**src/hdl/spss_cfg.svh**
```systemverilog
// offsets, field positions, reset values and timing counts of the present-state block
`ifndef SPSS_CFG_SVH
`define SPSS_CFG_SVH
`define SPSS_OFF_PRESENT 8'h08
`define SPSS_OFF_FORCE 8'h0C
`define SPSS_RESET_WORD 32'h3000_0000
`define SPSS_SUPPLY_DEFAULT 4'h3
`define SPSS_B_SUP_HI 31
`define SPSS_B_SUP_LO 28
`define SPSS_B_ZV 27
`define SPSS_B_RSVD_HI 26
`define SPSS_B_RSVD_LO 14
`define SPSS_B_RETEST 14
`define SPSS_B_ACC_HI 13
`define SPSS_B_ACC_LO 10
`define SPSS_B_BADREQ 9
`define SPSS_B_LOSS 8
`define SPSS_B_UNREC 7
`define SPSS_B_READY 6
`define SPSS_B_TYPE32 5
`define SPSS_B_TYPE16 4
`define SPSS_B_POWER 3
`define SPSS_B_DET_B 2
`define SPSS_B_DET_A 1
`define SPSS_B_STS 0
`define SPSS_SYNC_STAGES 2
`define SPSS_PIN_COUNT 4
`endif

```
**src/hdl/spss_pkg.sv**
```systemverilog
// types shared by the present-state block
package spss_pkg;
   // one register word
   typedef logic [31:0] spss_word_t;
   // supply capability nibble, yy code first, 5 volt code last
   typedef struct packed {
      logic yy;
      logic xx;
      logic v33;
      logic v50;
   } spss_supply_s;
endpackage

```
**src/hdl/spss_sync_if.sv**
```systemverilog
// carrier between the status block and its pin synchroniser
interface spss_sync_if #(parameter int W = 4);
   logic clk; // sampling clock
   logic rst; // synchronous reset
   logic ce; // freezes the stages while low
   logic [W-1:0] raw; // pin levels, asynchronous
   logic [W-1:0] synced; // levels after the last stage
   modport sync_end (input clk, input rst, input ce, input raw, output synced);
   modport user_end (output clk, output rst, output ce, output raw, input synced);
endinterface

```
**src/hdl/spss_present_state.sv**
```systemverilog
// socket present-state status register with its live pin and card fields
// Overview of operation
// (RULE1) force-event writes show in status fields
// (RULE2) supply and type fields change per insertion
// (RULE3) detect bits frozen during card identification
// (RULE4) word read-only, resets to 3000_00XX
// (RULE5) Y.Y and X.X socket supply read 0
// (RULE6) 3.3 and 5 volt socket supply read 1
// (RULE7) one bit reports zoomed video support
// (RULE8) bits 26 to 14 read zero
// (RULE9) four card supply bits, 13 to 10
// (RULE10) flag invalid supply request, default 0
// (RULE11) flag possible data loss on removal
// (RULE12) unrecognised card flag, held until valid card
// (RULE13) bit 6 mirrors ready/irq pin level
// (RULE14) card type bits set at interrogation only
// (RULE15) bit 3 shows socket power state
// (RULE16) bits 2,1 mirror both detect pins
// (RULE17) bit 0 mirrors status-change pin level
// (RULE18) status event: rise for 32-bit, both for 16-bit
// (RULE19) retest command re-interrogates and refreshes status
// (RULE20) host reaches register at window offset 08h
// (RULE21) pin levels synchronised before being shown
`include "spss_cfg.svh"
module spss_present_state #(
   parameter int ACC_W = 4
) (
   input wire logic core_clk,
   input wire logic sys_rst,
   input wire logic ce,
   input wire logic [7:0] win_addr,
   input wire logic win_rd,
   input wire logic win_wr,
   input wire logic [31:0] win_wdata,
   input wire logic ccd1_n_pin,
   input wire logic ccd2_n_pin,
   input wire logic cstschg_pin,
   input wire logic ready_irq_pin,
   input wire logic zv_capable_in,
   input wire logic interrog_busy,
   input wire logic interrog_done,
   input wire logic [ACC_W-1:0] id_accepts,
   input wire logic id_is_32bit,
   input wire logic id_is_16bit,
   input wire logic id_unrecognised,
   input wire logic bad_supply_req,
   input wire logic loss_on_removal,
   input wire logic power_req,
   input wire logic power_on,
   output logic [31:0] win_rdata,
   output logic win_rvalid,
   output logic retest_req,
   output logic status_change_pin_level_event
);
   // window decode
   logic rd_present; // read of the status word
   logic wr_force; // write of the force-event word
   // held fields
   spss_pkg::spss_supply_s supply_reg; // socket supply capabilities
   logic zoomed_video_capable; // zoomed video support
   logic [ACC_W-1:0] accepts_reg; // card supply acceptance
   logic invalid_supply_request; // bad supply flag
   logic removal_loss_flag; // data-loss flag
   logic unrecognised_card_flag; // unknown card flag
   logic card_is_32bit_type; // cardbus type
   logic card_is_16bit_type; // 16-bit type
   logic socket_power_state; // powered up
   // live pin mirrors
   logic card_ready_irq_level;
   logic detect_pin_b_level;
   logic detect_pin_a_level;
   logic status_change_pin_level;
   // assembled word
   spss_pkg::spss_word_t status_word;
   logic sts_rise; // status pin rising
   logic sts_change; // status pin any edge

   assign rd_present = ce && win_rd && (win_addr == `SPSS_OFF_PRESENT);
   assign wr_force = ce && win_wr && (win_addr == `SPSS_OFF_FORCE);

   // pin synchroniser, pins in fixed order: ready, det b, det a, status
   spss_sync_if #(.W(`SPSS_PIN_COUNT)) pin_if ();
   assign pin_if.clk = core_clk;
   assign pin_if.rst = sys_rst;
   assign pin_if.ce = ce;
   assign pin_if.raw = {ready_irq_pin, ccd2_n_pin, ccd1_n_pin, cstschg_pin};

   // (RULE21) settled pin levels
   spss_sync #(.W(`SPSS_PIN_COUNT)) u_pin_sync (
      .sif(pin_if.sync_end)
   );

   // socket supply capabilities
   // these are fixed by the socket; a force write may fake them for tests
   always_ff @(posedge core_clk) begin
      if (sys_rst) begin
         // (RULE6) 3.3 and 5 volt supported
         supply_reg <= `SPSS_SUPPLY_DEFAULT;
      end else if (ce) begin
         if (wr_force) begin
            // (RULE1) forced capability values
            supply_reg <= win_wdata[`SPSS_B_SUP_HI:`SPSS_B_SUP_LO];
         end else if (interrog_done) begin
            // (RULE5) yy and xx unsupported, restored per insertion
            supply_reg <= `SPSS_SUPPLY_DEFAULT;
         end
      end
   end

   // zoomed video support bit
   always_ff @(posedge core_clk) begin
      if (sys_rst) begin
         zoomed_video_capable <= 1'b0;
      end else if (ce) begin
         if (wr_force) begin
            // (RULE7) forced support level
            zoomed_video_capable <= win_wdata[`SPSS_B_ZV];
         end else if (interrog_done) begin
            // (RULE7) sampled at insertion, no async capture
            zoomed_video_capable <= zv_capable_in;
         end
      end
   end

   // card supply acceptance and type, one load per recognised insertion
   // (RULE2) held between insertions
   always_ff @(posedge core_clk) begin
      if (sys_rst) begin
         accepts_reg <= '0;
         card_is_32bit_type <= 1'b0;
         card_is_16bit_type <= 1'b0;
      end else if (ce) begin
         if (wr_force) begin
            // (RULE1) forced card fields
            accepts_reg <= win_wdata[`SPSS_B_ACC_HI:`SPSS_B_ACC_LO];
            card_is_32bit_type <= win_wdata[`SPSS_B_TYPE32];
            card_is_16bit_type <= win_wdata[`SPSS_B_TYPE16];
         end else if (interrog_done && !id_unrecognised) begin
            // (RULE9) acceptance of yy, xx, 3.3, 5 volt
            accepts_reg <= id_accepts;
            // (RULE14) type only at a new interrogation
            card_is_32bit_type <= id_is_32bit;
            card_is_16bit_type <= id_is_16bit;
         end
      end
   end

   // invalid supply request flag
   // a hardware set in the clearing cycle wins
   always_ff @(posedge core_clk) begin
      if (sys_rst) begin
         invalid_supply_request <= 1'b0;
      end else if (ce) begin
         if (bad_supply_req) begin
            // (RULE10) host asked for a bad voltage
            invalid_supply_request <= 1'b1;
         end else if (wr_force) begin
            invalid_supply_request <= win_wdata[`SPSS_B_BADREQ];
         end else if (power_req) begin
            // a valid request ends the fault
            invalid_supply_request <= 1'b0;
         end
      end
   end

   // data-loss flag
   always_ff @(posedge core_clk) begin
      if (sys_rst) begin
         removal_loss_flag <= 1'b0;
      end else if (ce) begin
         if (loss_on_removal) begin
            // (RULE11) unfinished cycle or posted write lost
            removal_loss_flag <= 1'b1;
         end else if (wr_force) begin
            removal_loss_flag <= win_wdata[`SPSS_B_LOSS];
         end else if (interrog_done) begin
            // next insertion starts clean
            removal_loss_flag <= 1'b0;
         end
      end
   end

   // unrecognised card flag
   always_ff @(posedge core_clk) begin
      if (sys_rst) begin
         unrecognised_card_flag <= 1'b0;
      end else if (ce) begin
         if (interrog_done) begin
            // (RULE12) a valid card, or a force write with bit 7 low, clears it
            unrecognised_card_flag <= id_unrecognised;
         end else if (wr_force) begin
            unrecognised_card_flag <= win_wdata[`SPSS_B_UNREC];
         end
      end
   end

   // socket power state
   always_ff @(posedge core_clk) begin
      if (sys_rst) begin
         socket_power_state <= 1'b0;
      end else if (ce && power_req && !bad_supply_req) begin
         // (RULE15) follows each accepted power request
         socket_power_state <= power_on;
      end
   end

   // live pin mirrors
   // detect pins double as identification lines, so they freeze meanwhile
   always_ff @(posedge core_clk) begin
      if (sys_rst) begin
         card_ready_irq_level <= 1'b0;
         detect_pin_b_level <= 1'b0;
         detect_pin_a_level <= 1'b0;
         status_change_pin_level <= 1'b0;
      end else if (ce) begin
         // (RULE13) ready/irq level
         card_ready_irq_level <= pin_if.synced[3];
         // (RULE17) status-change level
         status_change_pin_level <= pin_if.synced[0];
         // (RULE3) frozen during identification
         if (!interrog_busy) begin
            // (RULE16) detect pin levels
            detect_pin_b_level <= pin_if.synced[2];
            detect_pin_a_level <= pin_if.synced[1];
         end
      end
   end

   // edges of the settled status-change level
   assign sts_rise = pin_if.synced[0] && !status_change_pin_level;
   assign sts_change = pin_if.synced[0] != status_change_pin_level;

   // status event toward the event register
   always_ff @(posedge core_clk) begin
      if (sys_rst) begin
         status_change_pin_level_event <= 1'b0;
      end else if (ce) begin
         // (RULE18) edge choice by card type, force bit also fires
         status_change_pin_level_event <= (card_is_32bit_type && sts_rise) ||
                          (card_is_16bit_type && sts_change) ||
                          (wr_force && win_wdata[`SPSS_B_STS]);
      end
   end

   // retest command toward the interrogation logic
   always_ff @(posedge core_clk) begin
      if (sys_rst) begin
         retest_req <= 1'b0;
      end else if (ce) begin
         // (RULE19) one-cycle request per written command
         retest_req <= wr_force && win_wdata[`SPSS_B_RETEST];
      end
   end

   // status word assembly
   always_comb begin
      status_word = '0;
      // (RULE8) reserved span stays zero
      status_word[`SPSS_B_SUP_HI:`SPSS_B_SUP_LO] = supply_reg;
      status_word[`SPSS_B_ZV] = zoomed_video_capable;
      status_word[`SPSS_B_ACC_HI:`SPSS_B_ACC_LO] = accepts_reg;
      status_word[`SPSS_B_BADREQ] = invalid_supply_request;
      status_word[`SPSS_B_LOSS] = removal_loss_flag;
      status_word[`SPSS_B_UNREC] = unrecognised_card_flag;
      status_word[`SPSS_B_READY] = card_ready_irq_level;
      status_word[`SPSS_B_TYPE32] = card_is_32bit_type;
      status_word[`SPSS_B_TYPE16] = card_is_16bit_type;
      status_word[`SPSS_B_POWER] = socket_power_state;
      status_word[`SPSS_B_DET_B] = detect_pin_b_level;
      status_word[`SPSS_B_DET_A] = detect_pin_a_level;
      status_word[`SPSS_B_STS] = status_change_pin_level;
   end

   // window read port; writes at the status offset fall on the floor
   // (RULE4) no write path here
   always_ff @(posedge core_clk) begin
      if (sys_rst) begin
         win_rdata <= '0;
         win_rvalid <= 1'b0;
      end else if (ce) begin
         win_rvalid <= win_rd;
         if (rd_present) begin
            // (RULE20) status at window offset 08h
            win_rdata <= status_word;
         end else if (win_rd) begin
            // other offsets belong elsewhere, read as zero
            win_rdata <= '0;
         end
      end
   end

   // checks
   property p_rsvd_zero;
      @(posedge core_clk) disable iff (sys_rst)
      rd_present |=> win_rvalid && (win_rdata[`SPSS_B_RSVD_HI:`SPSS_B_RSVD_LO] == '0);
   endproperty
   a_rsvd_zero: assert property (p_rsvd_zero) else $error("reserved bits not zero"); // RULE8

   property p_reset_word;
      @(posedge core_clk)
      sys_rst |=> (status_word[31:8] == `SPSS_RESET_WORD >> 8);
   endproperty
   a_reset_word: assert property (p_reset_word) else $error("bad reset word"); // RULE4

   property p_supply_reload;
      @(posedge core_clk) disable iff (sys_rst)
      ce && interrog_done && !wr_force |=> supply_reg == `SPSS_SUPPLY_DEFAULT;
   endproperty
   a_supply_reload: assert property (p_supply_reload) else $error("supply bits wrong"); // RULE6

   property p_detect_frozen;
      @(posedge core_clk) disable iff (sys_rst)
      interrog_busy |=> $stable(detect_pin_a_level) && $stable(detect_pin_b_level);
   endproperty
   a_detect_frozen: assert property (p_detect_frozen) else $error("detect moved while busy"); // RULE3

   property p_bad_req;
      @(posedge core_clk) disable iff (sys_rst)
      ce && bad_supply_req |=> invalid_supply_request;
   endproperty
   a_bad_req: assert property (p_bad_req) else $error("bad request not flagged"); // RULE10

   property p_loss;
      @(posedge core_clk) disable iff (sys_rst)
      ce && loss_on_removal |=> removal_loss_flag;
   endproperty
   a_loss: assert property (p_loss) else $error("loss not flagged"); // RULE11

   property p_unrec;
      @(posedge core_clk) disable iff (sys_rst)
      ce && interrog_done |=> unrecognised_card_flag == $past(id_unrecognised);
   endproperty
   a_unrec: assert property (p_unrec) else $error("unrecognised flag wrong"); // RULE12

   property p_type;
      @(posedge core_clk) disable iff (sys_rst)
      ce && interrog_done && !id_unrecognised && !wr_force
      |=> {card_is_32bit_type, card_is_16bit_type} == $past({id_is_32bit, id_is_16bit});
   endproperty
   a_type: assert property (p_type) else $error("card type not loaded"); // RULE14

   property p_power;
      @(posedge core_clk) disable iff (sys_rst)
      ce && power_req && !bad_supply_req |=> socket_power_state == $past(power_on);
   endproperty
   a_power: assert property (p_power) else $error("power state wrong"); // RULE15

   property p_sts_level;
      @(posedge core_clk) disable iff (sys_rst)
      (ce && cstschg_pin) [*4] |-> status_change_pin_level;
   endproperty
   a_sts_level: assert property (p_sts_level) else $error("status pin not mirrored"); // RULE17

   property p_retest;
      @(posedge core_clk) disable iff (sys_rst)
      wr_force && win_wdata[`SPSS_B_RETEST] |=> retest_req ##1 (!retest_req || $past(wr_force) || !$past(ce));
   endproperty
   a_retest: assert property (p_retest) else $error("retest not issued"); // RULE19
endmodule

```
**src/hdl/spss_sync.sv**
```systemverilog
// two-stage synchroniser for the socket pin levels
`include "spss_cfg.svh"
module spss_sync #(
   parameter int W = 4
) (
   spss_sync_if.sync_end sif
);
   // first stage, read only by the second
   logic [W-1:0] meta_reg;
   // second stage, the settled level
   logic [W-1:0] settle_reg;

   // pins carry no timing relation to core_clk, so settle over two flops
   always_ff @(posedge sif.clk) begin
      if (sif.rst) begin
         meta_reg <= '0;
         settle_reg <= '0;
      end else if (sif.ce) begin
         meta_reg <= sif.raw;
         settle_reg <= meta_reg;
      end
   end

   assign sif.synced = settle_reg;
endmodule

```
**config.mk**
```make
export PLATFORM = sky130hd
export DESIGN_NAME = spss_present_state
export DESIGN_NICKNAME = d
export VERILOG_FILES = /design/src/hdl/spss_pkg.sv /design/src/hdl/spss_sync_if.sv /design/src/hdl/spss_present_state.sv /design/src/hdl/spss_sync.sv
export VERILOG_INCLUDE_DIRS = /design/src /design/src/hdl
export SDC_FILE = /design/constraint.sdc
export NUM_CORES = 1
export LEC_CHECK = 0
export ABC_AREA = 1
export BUFFER_PORTS_ARGS = -buffer_cell sky130_fd_sc_hd__buf_2
export CAP_MARGIN = 20
export CORE_ASPECT_RATIO = 1.1
export CORE_MARGIN = 2
export CORE_UTILIZATION = 50
export CTS_BUF_LIST = sky130_fd_sc_hd__clkbuf_8 sky130_fd_sc_hd__clkbuf_16
export DETAILED_ROUTE_END_ITERATION = 10
export PLACE_DENSITY = 0.91
export SYNTH_ARGS = -nofsm -noshare
export SYNTH_HDL_FRONTEND = slang
export SYNTH_SLANG_ARGS = --single-unit
export TNS_END_PERCENT = 20
```
**constraint.sdc**
```tcl
create_clock -name core_clk -period 3.6 [get_ports core_clk]
set_input_delay 0.54 -clock core_clk [delete_from_list [all_inputs] [get_ports core_clk]]
set_output_delay 0.54 -clock core_clk [all_outputs]
set_load 0.005 [all_outputs]
```
==> impl_metrics.tcl, run 1 <==
set metrics [dict create \
    start_util_pct 51.8 \
    numCtsBuffers 5 \
    grt-ovfl-total 0 \
    drt_iter0_markers 143 \
    synth-seq-area-share_pct 44.5 \
    die_width_um 67.3 \
    path_max_fanout 21 \
    first_pass_iters 4 \
    comb_power_share_pct 9.9 \
    top_register "win_rdata" \
    gp_routability_congestion 0.740 \
    dp.final_hpwl_mm 3.36 \
    portBuffers 68 \
    antenna_cells 0 \
    die-height_um 73.6 \
    root_buffer "clkbuf_8" \
    p_total_mw 1.01 \
    dp_cells 414 \
    grtUsageMet1_pct 25.6 \
    final-max-slew-violation-count 0 \
    postRouteAntennaNets 0 \
    synth_seq_cells 49 \
    n_fill_cell 401 \
    final_area_um2 2600 \
    core-area_um2 4250 \
    drv_cap 0 \
    first_global_vias 1838 \
    place_area_um2 2500 \
    fin_cells 422 \
    cts_tree "done" \
    synth_cells 304 \
    drive_above_1_share_pct 27.7 \
    nets 431 \
    wire_per_inst_um 11.2 \
    grt_pass1_wl_mm 7.88 \
    regArea_um2 981 \
    crit_type "input pin to flop" \
    leakage_nw 1.24 \
    cts_resized 0 \
    synthDistinctLibCells 23 \
    post-route-period-util_pct 55.3 \
    relSlewSlack_pct 36.6 \
    hold_path_class "flop to flop" \
    multi_input_area_um2 1050 \
    rsz0062_at_grt "false" \
    p_per_area_nw_per_um2 388 \
    worstPathRequired_ns 3.82 \
    grt_start_max_net_pins 26 \
    fmax_ghz 0.502 \
    worstMarginPinSlew_ns 0.949 \
    cts_setup_buffers 0 \
    hold_viol 0 \
    area_growth_pct 18.2 \
    finalWirelength_mm 4.71 \
    netlist_area_um2 2200 \
    switchingPower_mw 0.239 \
    status "complete, no violations" \
    sequentialPowerShare_pct 56.2 \
    arrival_ns 2.22 \
    clkPwrFrac_pct 33.9 \
    clock-sinks 49 \
    dieArea_um2 4950 \
    num_rows 25 \
    skew_ns 0.00603 \
    busiest_layer "met2" \
    yosys_warnings 0 \
    num_vias 2061 \
    gr-usage-all-layers_pct 21.0 \
    period_needed_ns 1.99 \
    drc 0 \
    hold_slack_ns 0.460 \
    hold_buffers 0 \
    end_kind "flop" \
    h-tree-depth 2 \
    gr-usage-met2_pct 36.0 \
    switching_share_pct 23.6 \
    max-vdd-ir-drop_v 0.000191 \
    setup_violations 0 \
    cp-start-kind "input pin" \
    synth_area_per_cell_um2 7.25 \
    clk_pin_slew_worst_paths_ns 0.09 \
    io_pins 98 \
    routed_via_density 4.88 \
    clkLatencyLatePin_ns 0.29 \
    cts.path.max_buffers 2 \
    antenna_found_initial 0 \
    grtUsageMet3_pct 4.44 \
    largest_reg_flops 19 \
    tns_ns 0 \
    cellInternalPower_mw 0.772 \
]
routing by layer:
metal / vias up / part of all wire (%) / wire length (µm)
met5: - / 0 / 0
met4: 0 / 2.0 / 95
met3: 10 / 6.2 / 292
met2: 76 / 48 / 2250
met1: 922 / 44 / 2070
li1: 1053 / - / -
power by group through the flow:
stage,clock (mW),sequential (mW),combinational (mW)
final,0.343,0.568,0.0999
after global routing,0.370,0.570,0.117
after CTS,0.351,0.568,0.100
after detailed placement,0,0.580,0.0993
after global placement,0,0.580,0.0963
after floorplan,0,0.578,0.0712
logic make-up after synthesis:
family / Yosys count / share of synthesized area, %
AND/OR/NAND/NOR: 169 / 33.3
flip-flops: 49 / 44.5
AO/OA/AOI/OAI: 44 / 11.8
buffers and inverters: 40 / 9.71
adder cells (fa/ha/maj): 1 / 0.568
other: 1 / 0.170
worst max-delay path, cell delays in order:
cell and delay (ns):
buf_2 0.31, nand2_4 0.25, nor3_4 0.85, nand2_1 0.11, a21oi_1 0.16
path summary, 6_finish.rpt:
kind | start | endpoint | slack, ns | cells past startpoint
worst max-delay path | ce | win_rdata[3] | 1.61 | 5
worst min-delay path | detect_pin_a_level | win_rdata[1] | 0.46 | 2
worst max register to register | status_change_pin_level | status_change_pin_level_event | 2.58 | 5
worst min register to register | detect_pin_a_level | win_rdata[1] | 0.46 | 2
Yosys cell counts:
library cell | number | area share [%]
nand2_1 | 76 | 13
nor2_1 | 58 | 9.9
dfxtp_1 | 49 | 45
o21ai_0 | 17 | 3.9
a21oi_1 | 16 | 3.6
inv_1 | 15 | 2.6
buf_4 | 13 | 4.4
nand2_2 | 11 | 3.1
nand3_1 | 11 | 2.5
a21oi_2 | 10 | 4.0
clkbuf_1 | 9 | 1.5
nand3b_1 | 6 | 2.0
buf_6 | 2 | 1.0
nor2_2 | 2 | 0.57
a31oi_1 | 1 | 0.28
and2_1 | 1 | 0.28
clkinv_1 | 1 | 0.17
conb_1 | 1 | 0.17
ha_1 | 1 | 0.57
nand2_4 | 1 | 0.51
nand3_2 | 1 | 0.45
nor3_1 | 1 | 0.23
nor3_4 | 1 | 0.74
layout make-up:
cell class / instances / share of cell area (%)
Multi-Input combinational cell: 227 / 40.5
Inverter: 16 / 2.31
Timing Repair Buffer: 68 / 13.1
Sequential cell: 49 / 37.7
Tap cell: 54 / 2.59
Clock buffer: 7 / 3.70
Clock inverter: 1 / 0.192
placed cells by master (no fill, tap or decap):
cell       n
nand2_4    1
and2_1     1
nor2_1    58
ha_1       1
a21oi_2   10
clkinv_1   1
nand2_2   11
nor3_1     1
clkbuf_8   7
nand3_1   11
conb_1    13
a31oi_1    1
o21ai_0   17
buf_2     68
nor3_4     1
nor2_2     2
nand2_1   76
nand3_2    1
inv_1     15
clkinv_2   1
dfxtp_1   49
a21oi_1   16
nand3b_1   6
metrics by stage:
stage | utilization (%) | setup slack (ns)
2_1_floorplan | - | 2.09
3_3_place_gp | 58.8 | 1.30
3_5_place_dp | 58.8 | 1.25
4_1_cts | 61.2 | 1.56
5_1_grt | 61.2 | 1.36
6_report | 61.2 | 1.61
(Power assumes the default switching activity.)
==> run 2, diff against run 1 <==
CORE_UTILIZATION = 47   (was 50)
PLACE_DENSITY = 0.87   (was 0.91)
clock period = 1.85 ns   (was 3.6 ns; I/O delays follow)
==> run 2 against run 1 <==
Setup slack worse by 0.92 ns. Clock skew decreased by 0.0021 ns. Sequential cell count is the same. Sequential power is 94% higher. Via count is the same. Core utilization is 3.4 points lower. Largest cell class unchanged. Largest power group unchanged. Highest routed layer unchanged.
==> impl_metrics.tcl, run 2 (synthesized netlist as in run 1, its figures left out) <==
set metrics [dict create \
    status "complete, no violations" \
    dieArea_um2 5250 \
    routed_via_density 4.79 \
    finalWirelength_mm 4.91 \
    clk_pin_slew_worst_paths_ns 0.09 \
    grt_pass1_wl_mm 8.05 \
    die_width_um 69.3 \
    setup_slack_ns 0.688 \
    setup_violations 0 \
    place_area_um2 2550 \
    num_vias 2061 \
    ff2ff_setup_slack_ns 0.80 \
    grt_start_max_net_pins 26 \
    arrival_ns 1.36 \
    wire_per_inst_um 11.4 \
    switching_share_pct 23.8 \
    cts_setup_buffers 0 \
    hold_viol 0 \
    p_total_mw 1.98 \
    postRouteAntennaNets 0 \
    period_needed_ns 1.16 \
    rsz0062_at_grt "false" \
    crit_type "input pin to flop" \
    drive_above_1_share_pct 28.9 \
    layout_common_cells "nand2_1 (76), buf_2 (68), nor2_1 (58)" \
    num_rows 26 \
    post-route-period-util_pct 62.8 \
    max-vdd-ir-drop_v 0.000333 \
    largest_reg_flops 19 \
    comb_power_share_pct 10.1 \
    root_buffer "clkbuf_8" \
    cts.path.max_buffers 2 \
    dp.final_hpwl_mm 3.54 \
    skew_ns 0.00397 \
    cp_slowest_cell "nor2_1" \
    numCtsBuffers 5 \
    cp_top_family "simple AND/OR/NAND/NOR gates" \
    drc 0 \
    end_kind "flop" \
    gr-usage-all-layers_pct 19.3 \
    die-height_um 75.8 \
    final_area_um2 2650 \
    area_growth_pct 20.3 \
    n_fill_cell 456 \
    p_per_area_nw_per_um2 745 \
    grt-ovfl-total 0 \
    clkLatencyLatePin_ns 0.29 \
    critical_path.max_stage_delay_ns 0.28 \
    sequentialPowerShare_pct 55.9 \
    nets 437 \
    io_pins 98 \
    pre_cts_ws_ns 0.382 \
    leakage_nw 1.27 \
    cpMostUsedCell "nor2_1" \
    crit_chain "buf_2 -> nand2_1 -> nor2_1 -> nand2_1 -> nor2_1 -> a21oi_1 -> nor2_1 -> nor2_1" \
    h-tree-depth 2 \
    hold_path_class "input pin to flop" \
    antenna_found_initial 0 \
    cts_tree "done" \
    fmax_ghz 0.861 \
    first_global_vias 1849 \
    final-max-slew-violation-count 0 \
    top_register "win_rdata" \
    path_max_fanout 6 \
    clock-sinks 49 \
    gp_routability_congestion 0.727 \
    portBuffers 68 \
    cellInternalPower_mw 1.51 \
    crit_buf_inv 1 \
    cts_resized 0 \
    worstPathRequired_ns 2.05 \
    clkPwrFrac_pct 34.0 \
    drt_iter0_markers 117 \
    layout_commonest_cell "nand2_1" \
    switchingPower_mw 0.470 \
    hold_buffers 0 \
    start_util_pct 48.0 \
    first_pass_iters 4 \
    drv_cap 0 \
    tns_ns 0 \
    multi_input_area_um2 1050 \
    antenna_cells 0 \
    regArea_um2 981 \
    cp-start-kind "input pin" \
    core-area_um2 4590 \
]
-- run 2: worst paths after layout --
path	startpoint	end	depth (start not counted)
setup / recovery	ce	accepts_reg[0]	8
setup reg to reg	status_change_pin_level	status_change_pin_level_event	5
hold / removal	cstschg_pin	u_pin_sync.meta_reg[0]	3
hold reg to reg	card_ready_irq_level	win_rdata[6]	2
-- run 2: power by group through the flow --
stage	Clock [mW]	Sequential, mW	Combinational, mW
after CTS	0.684	1.10	0.201
after global routing	0.745	1.11	0.230
after global placement	0	1.13	0.193
final	0.671	1.10	0.200
after detailed placement	0	1.13	0.199
after floorplan	0	1.13	0.139
-- run 2: final cells by class --
type / instances / share of cell area (%)
multi-input cells: 227 / 39.7
flip-flops and latches: 49 / 37.0
repair buffers: 74 / 14.5
clock buffers: 7 / 3.63
well taps: 56 / 2.64
inverters: 16 / 2.27
clock inverters: 1 / 0.189
-- run 2: layer usage --
layer	track usage, %	vias up	share of wire, %
met5	0	-	0
met4	7.19	0	1.0
met3	4.23	5	7.3
met2	35.4	77	50
met1	22.6	914	42
li1	-	1065	-
-- run 2: worst reg2reg max path: cells and delay by family (launching register included) --
family	cells	cell delay [ns]
fa+ha+maj	1	0.28
compound gates	2	0.21
flops	1	0.33
buf+inv	1	0.06
simple gates	1	0.10
-- run 2: through the flow --
step           hold WS, ns  instances  utilization [%]
6_report             0.207        430             57.8
5_1_grt              0.205        430             57.8
4_1_cts              0.204        430             57.8
3_5_place_dp         0.449        422             55.6
3_3_place_gp         0.443        422             55.6
2_1_floorplan        0.412        316                -
==> run 3, diff against run 2 <==
ABC_AREA = 0   (was 1)
PLACE_DENSITY = 0.86   (was 0.87)
clock period = 1.2 ns   (was 1.85 ns; I/O delays follow)
==> run 3 against run 2 <==
First-iteration DRC count down 7.7%. Final area up 9.5%. Total power up 64%. Routed wire length up 8.0%. Worst hold slack worse by 0.094 ns. Clock-buffer cell count down 1. Combinational power up 85%. Via count up 3.0%. Synthesized cell count down 15%. Critical path depth down 4. Register-to-register slack worse by 0.80 ns. Critical path type is now flop to flop. Critical endpoint is now status_change_pin_level_event. Largest cell class unchanged. Largest power group unchanged.
==> impl_metrics.tcl, run 3 <==
set metrics [dict create \
    synth-seq-area-share_pct 43.4 \
    status "complete, no violations" \
    synth_area_per_cell_um2 8.72 \
    numCtsBuffers 5 \
    yosys-top-cells-count "dfxtp_1 (49), nor2_1 (26), a21oi_1 (25)" \
    fmax_ghz 0.835 \
    wire_per_inst_um 13.4 \
    grt_start_max_net_pins 30 \
    cts_setup_buffers 0 \
    grt_pass1_wl_mm 9.04 \
    crit_chain "ha_4 -> nor2b_1 -> a21oi_1 -> a311oi_1" \
    layout_commonest_cell "buf_2" \
    hold_path_class "input pin to flop" \
    p_total_mw 3.25 \
    sequentialPowerShare_pct 51.8 \
    multi_input_area_um2 1170 \
    grt-ovfl-total 0 \
    netlist_top_cells_area "dfxtp_1 (43%), mux2i_1 (10%), nand4_1 (5.8%)" \
    routed_via_density 5.37 \
    synthFlopType "dfxtp_1" \
    r2r-start "u_pin_sync.sif.synced[0]" \
    io_pins 98 \
    regArea_um2 982 \
    largest_reg_flops 19 \
    start_util_pct 48.6 \
    crit_buf_inv 0 \
    post-route-period-util_pct 99.8 \
    cp-start-kind "flop" \
    synthDistinctLibCells 34 \
    antenna_found_initial 0 \
    synth_area_leader_cell "dfxtp_1" \
    end_kind "flop" \
    tns_ns 0 \
    pre_cts_ws_ns -0.275 \
    dp.final_hpwl_mm 4.09 \
    async_flop_share_pct 0 \
    h-tree-depth 2 \
    first_pass_iters 4 \
    leakage_nw 1.32 \
    cellInternalPower_mw 2.51 \
    synth_cells 259 \
    root_buffer "clkbuf_8" \
    yosys_warnings 0 \
    p_per_area_nw_per_um2 1120 \
    antenna_cells 0 \
    max-vdd-ir-drop_v 0.000855 \
    n_fill_cell 418 \
    die_width_um 70.1 \
    critical_path.max_stage_delay_ns 0.41 \
    gp_routability_congestion 0.808 \
    cp_slowest_cell "dfxtp_1" \
    clock-sinks 49 \
    gr-usage-all-layers_pct 20.5 \
    synth_top_area_share_pct 43.4 \
    fin_cells 395 \
    top_register "win_rdata" \
    cts_tree "done" \
    netlist_area_um2 2260 \
    nets 402 \
    first_global_vias 2011 \
    layout_common_cells "buf_2 (68), dfxtp_1 (48), nor2_1 (25), a21oi_1 (25), nand2_1 (24)" \
    drt_iter0_markers 108 \
    dieArea_um2 5380 \
    arrival_ns 1.40 \
    area_growth_pct 28.5 \
    num_vias 2123 \
    cts.path.max_buffers 2 \
    path_max_fanout 3 \
    final-max-slew-violation-count 0 \
    die-height_um 76.7 \
    cp_top_family "flip-flops" \
    num_rows 26 \
    postRouteAntennaNets 0 \
    core-area_um2 4650 \
    fin_util_pct 62.4 \
    clkPwrFrac_pct 36.9 \
    synth-edff-count 0 \
    finalWirelength_mm 5.30 \
    switchingPower_mw 0.739 \
    setup_violations 0 \
    portBuffers 68 \
    hold_viol 0 \
    crit_start "u_pin_sync.sif.synced[0]" \
    period_needed_ns 1.20 \
    crit_type "flop to flop" \
    hold_path_startpoint "ccd1_n_pin" \
    drv_cap 0 \
    yosysMostFrequentCell "dfxtp_1" \
    drc 0 \
    clk_pin_slew_worst_paths_ns 0.09 \
    dp_cells 387 \
    drive_above_1_share_pct 32.2 \
    setup_slack_ns 0.00214 \
    comb_power_share_pct 11.4 \
    synth_seq_cells 49 \
    switching_share_pct 22.8 \
    clkLatencyLatePin_ns 0.30 \
    worstPathRequired_ns 1.40 \
    skew_ns 0.00631 \
]
[run 3: worst paths after layout]
check	slack [ns]	cells after the start	to
worst max-delay path	0.002	4	status_change_pin_level_event
worst min-delay path	0.11	3	u_pin_sync.meta_reg[1]
worst max register to register	0.002	4	status_change_pin_level_event
worst min register to register	0.45	2	win_rdata[10]
[run 3: tightest hold or removal path: stages]
cell and delay, ns:
buf_2 0.07, mux2i_1 0.05, nor2_1 0.07
[run 3: power by group through the flow]
| stage | logic, mW | clock network [mW] | registers [mW] |
|---|---|---|---|
| 3_3_place_gp | 0.354 | 0 | 1.71 |
| 2_1_floorplan | 0.222 | 0 | 1.71 |
| 4_1_cts | 0.367 | 1.22 | 1.68 |
| 6_report | 0.370 | 1.20 | 1.68 |
| 3_5_place_dp | 0.363 | 0 | 1.72 |
| 5_1_grt | 0.408 | 1.27 | 1.68 |
[run 3: through the flow]
stage	instance area [µm²]	hold WS (ns)
6_report	2900	0.113
5_1_grt	2900	0.136
4_1_cts	2890	0.109
3_5_place_dp	2770	0.423
3_3_place_gp	2770	0.416
2_1_floorplan	2310	0.327
[run 3: cells by family (layout without fill, tap and decap cells)]
group	count (synthesis)	count (layout)	synth area share, %
multiplexers	23	23	10.2
other	1	13	0.166
buffers and inverters	34	102	7.97
adder cells (fa/ha/maj)	1	1	0.554
AND/OR/NAND/NOR	108	108	25.4
flip-flops	49	49	43.4
AO/OA/AOI/OAI	43	43	12.3
[run 3: timing repair]
item,CTS,global route
endpoints found under the hold margin,0,0
gates resized for setup,0,3
setup endpoints to repair,0,1
hold buffers,0,0
[run 3: per-layer routing]
layer | GRT usage, % | part of all wire, % | vias to the layer above
li1 | - | - | 1042
met1 | 25.2 | 42 | 976
met2 | 34.3 | 49 | 91
met3 | 4.73 | 7.0 | 14
met4 | 8.46 | 2.6 | 0
met5 | 0 | 0 | -
[run 3: layout make-up]
class / instances / area share, %
Sequential cell: 49 / 33.8
Clock inverter: 2 / 1.16
Clock buffer: 6 / 2.84
Inverter: 1 / 0.129
Multi-Input combinational cell: 188 / 40.2
Timing Repair Buffer: 93 / 19.5
Tap cell: 56 / 2.41
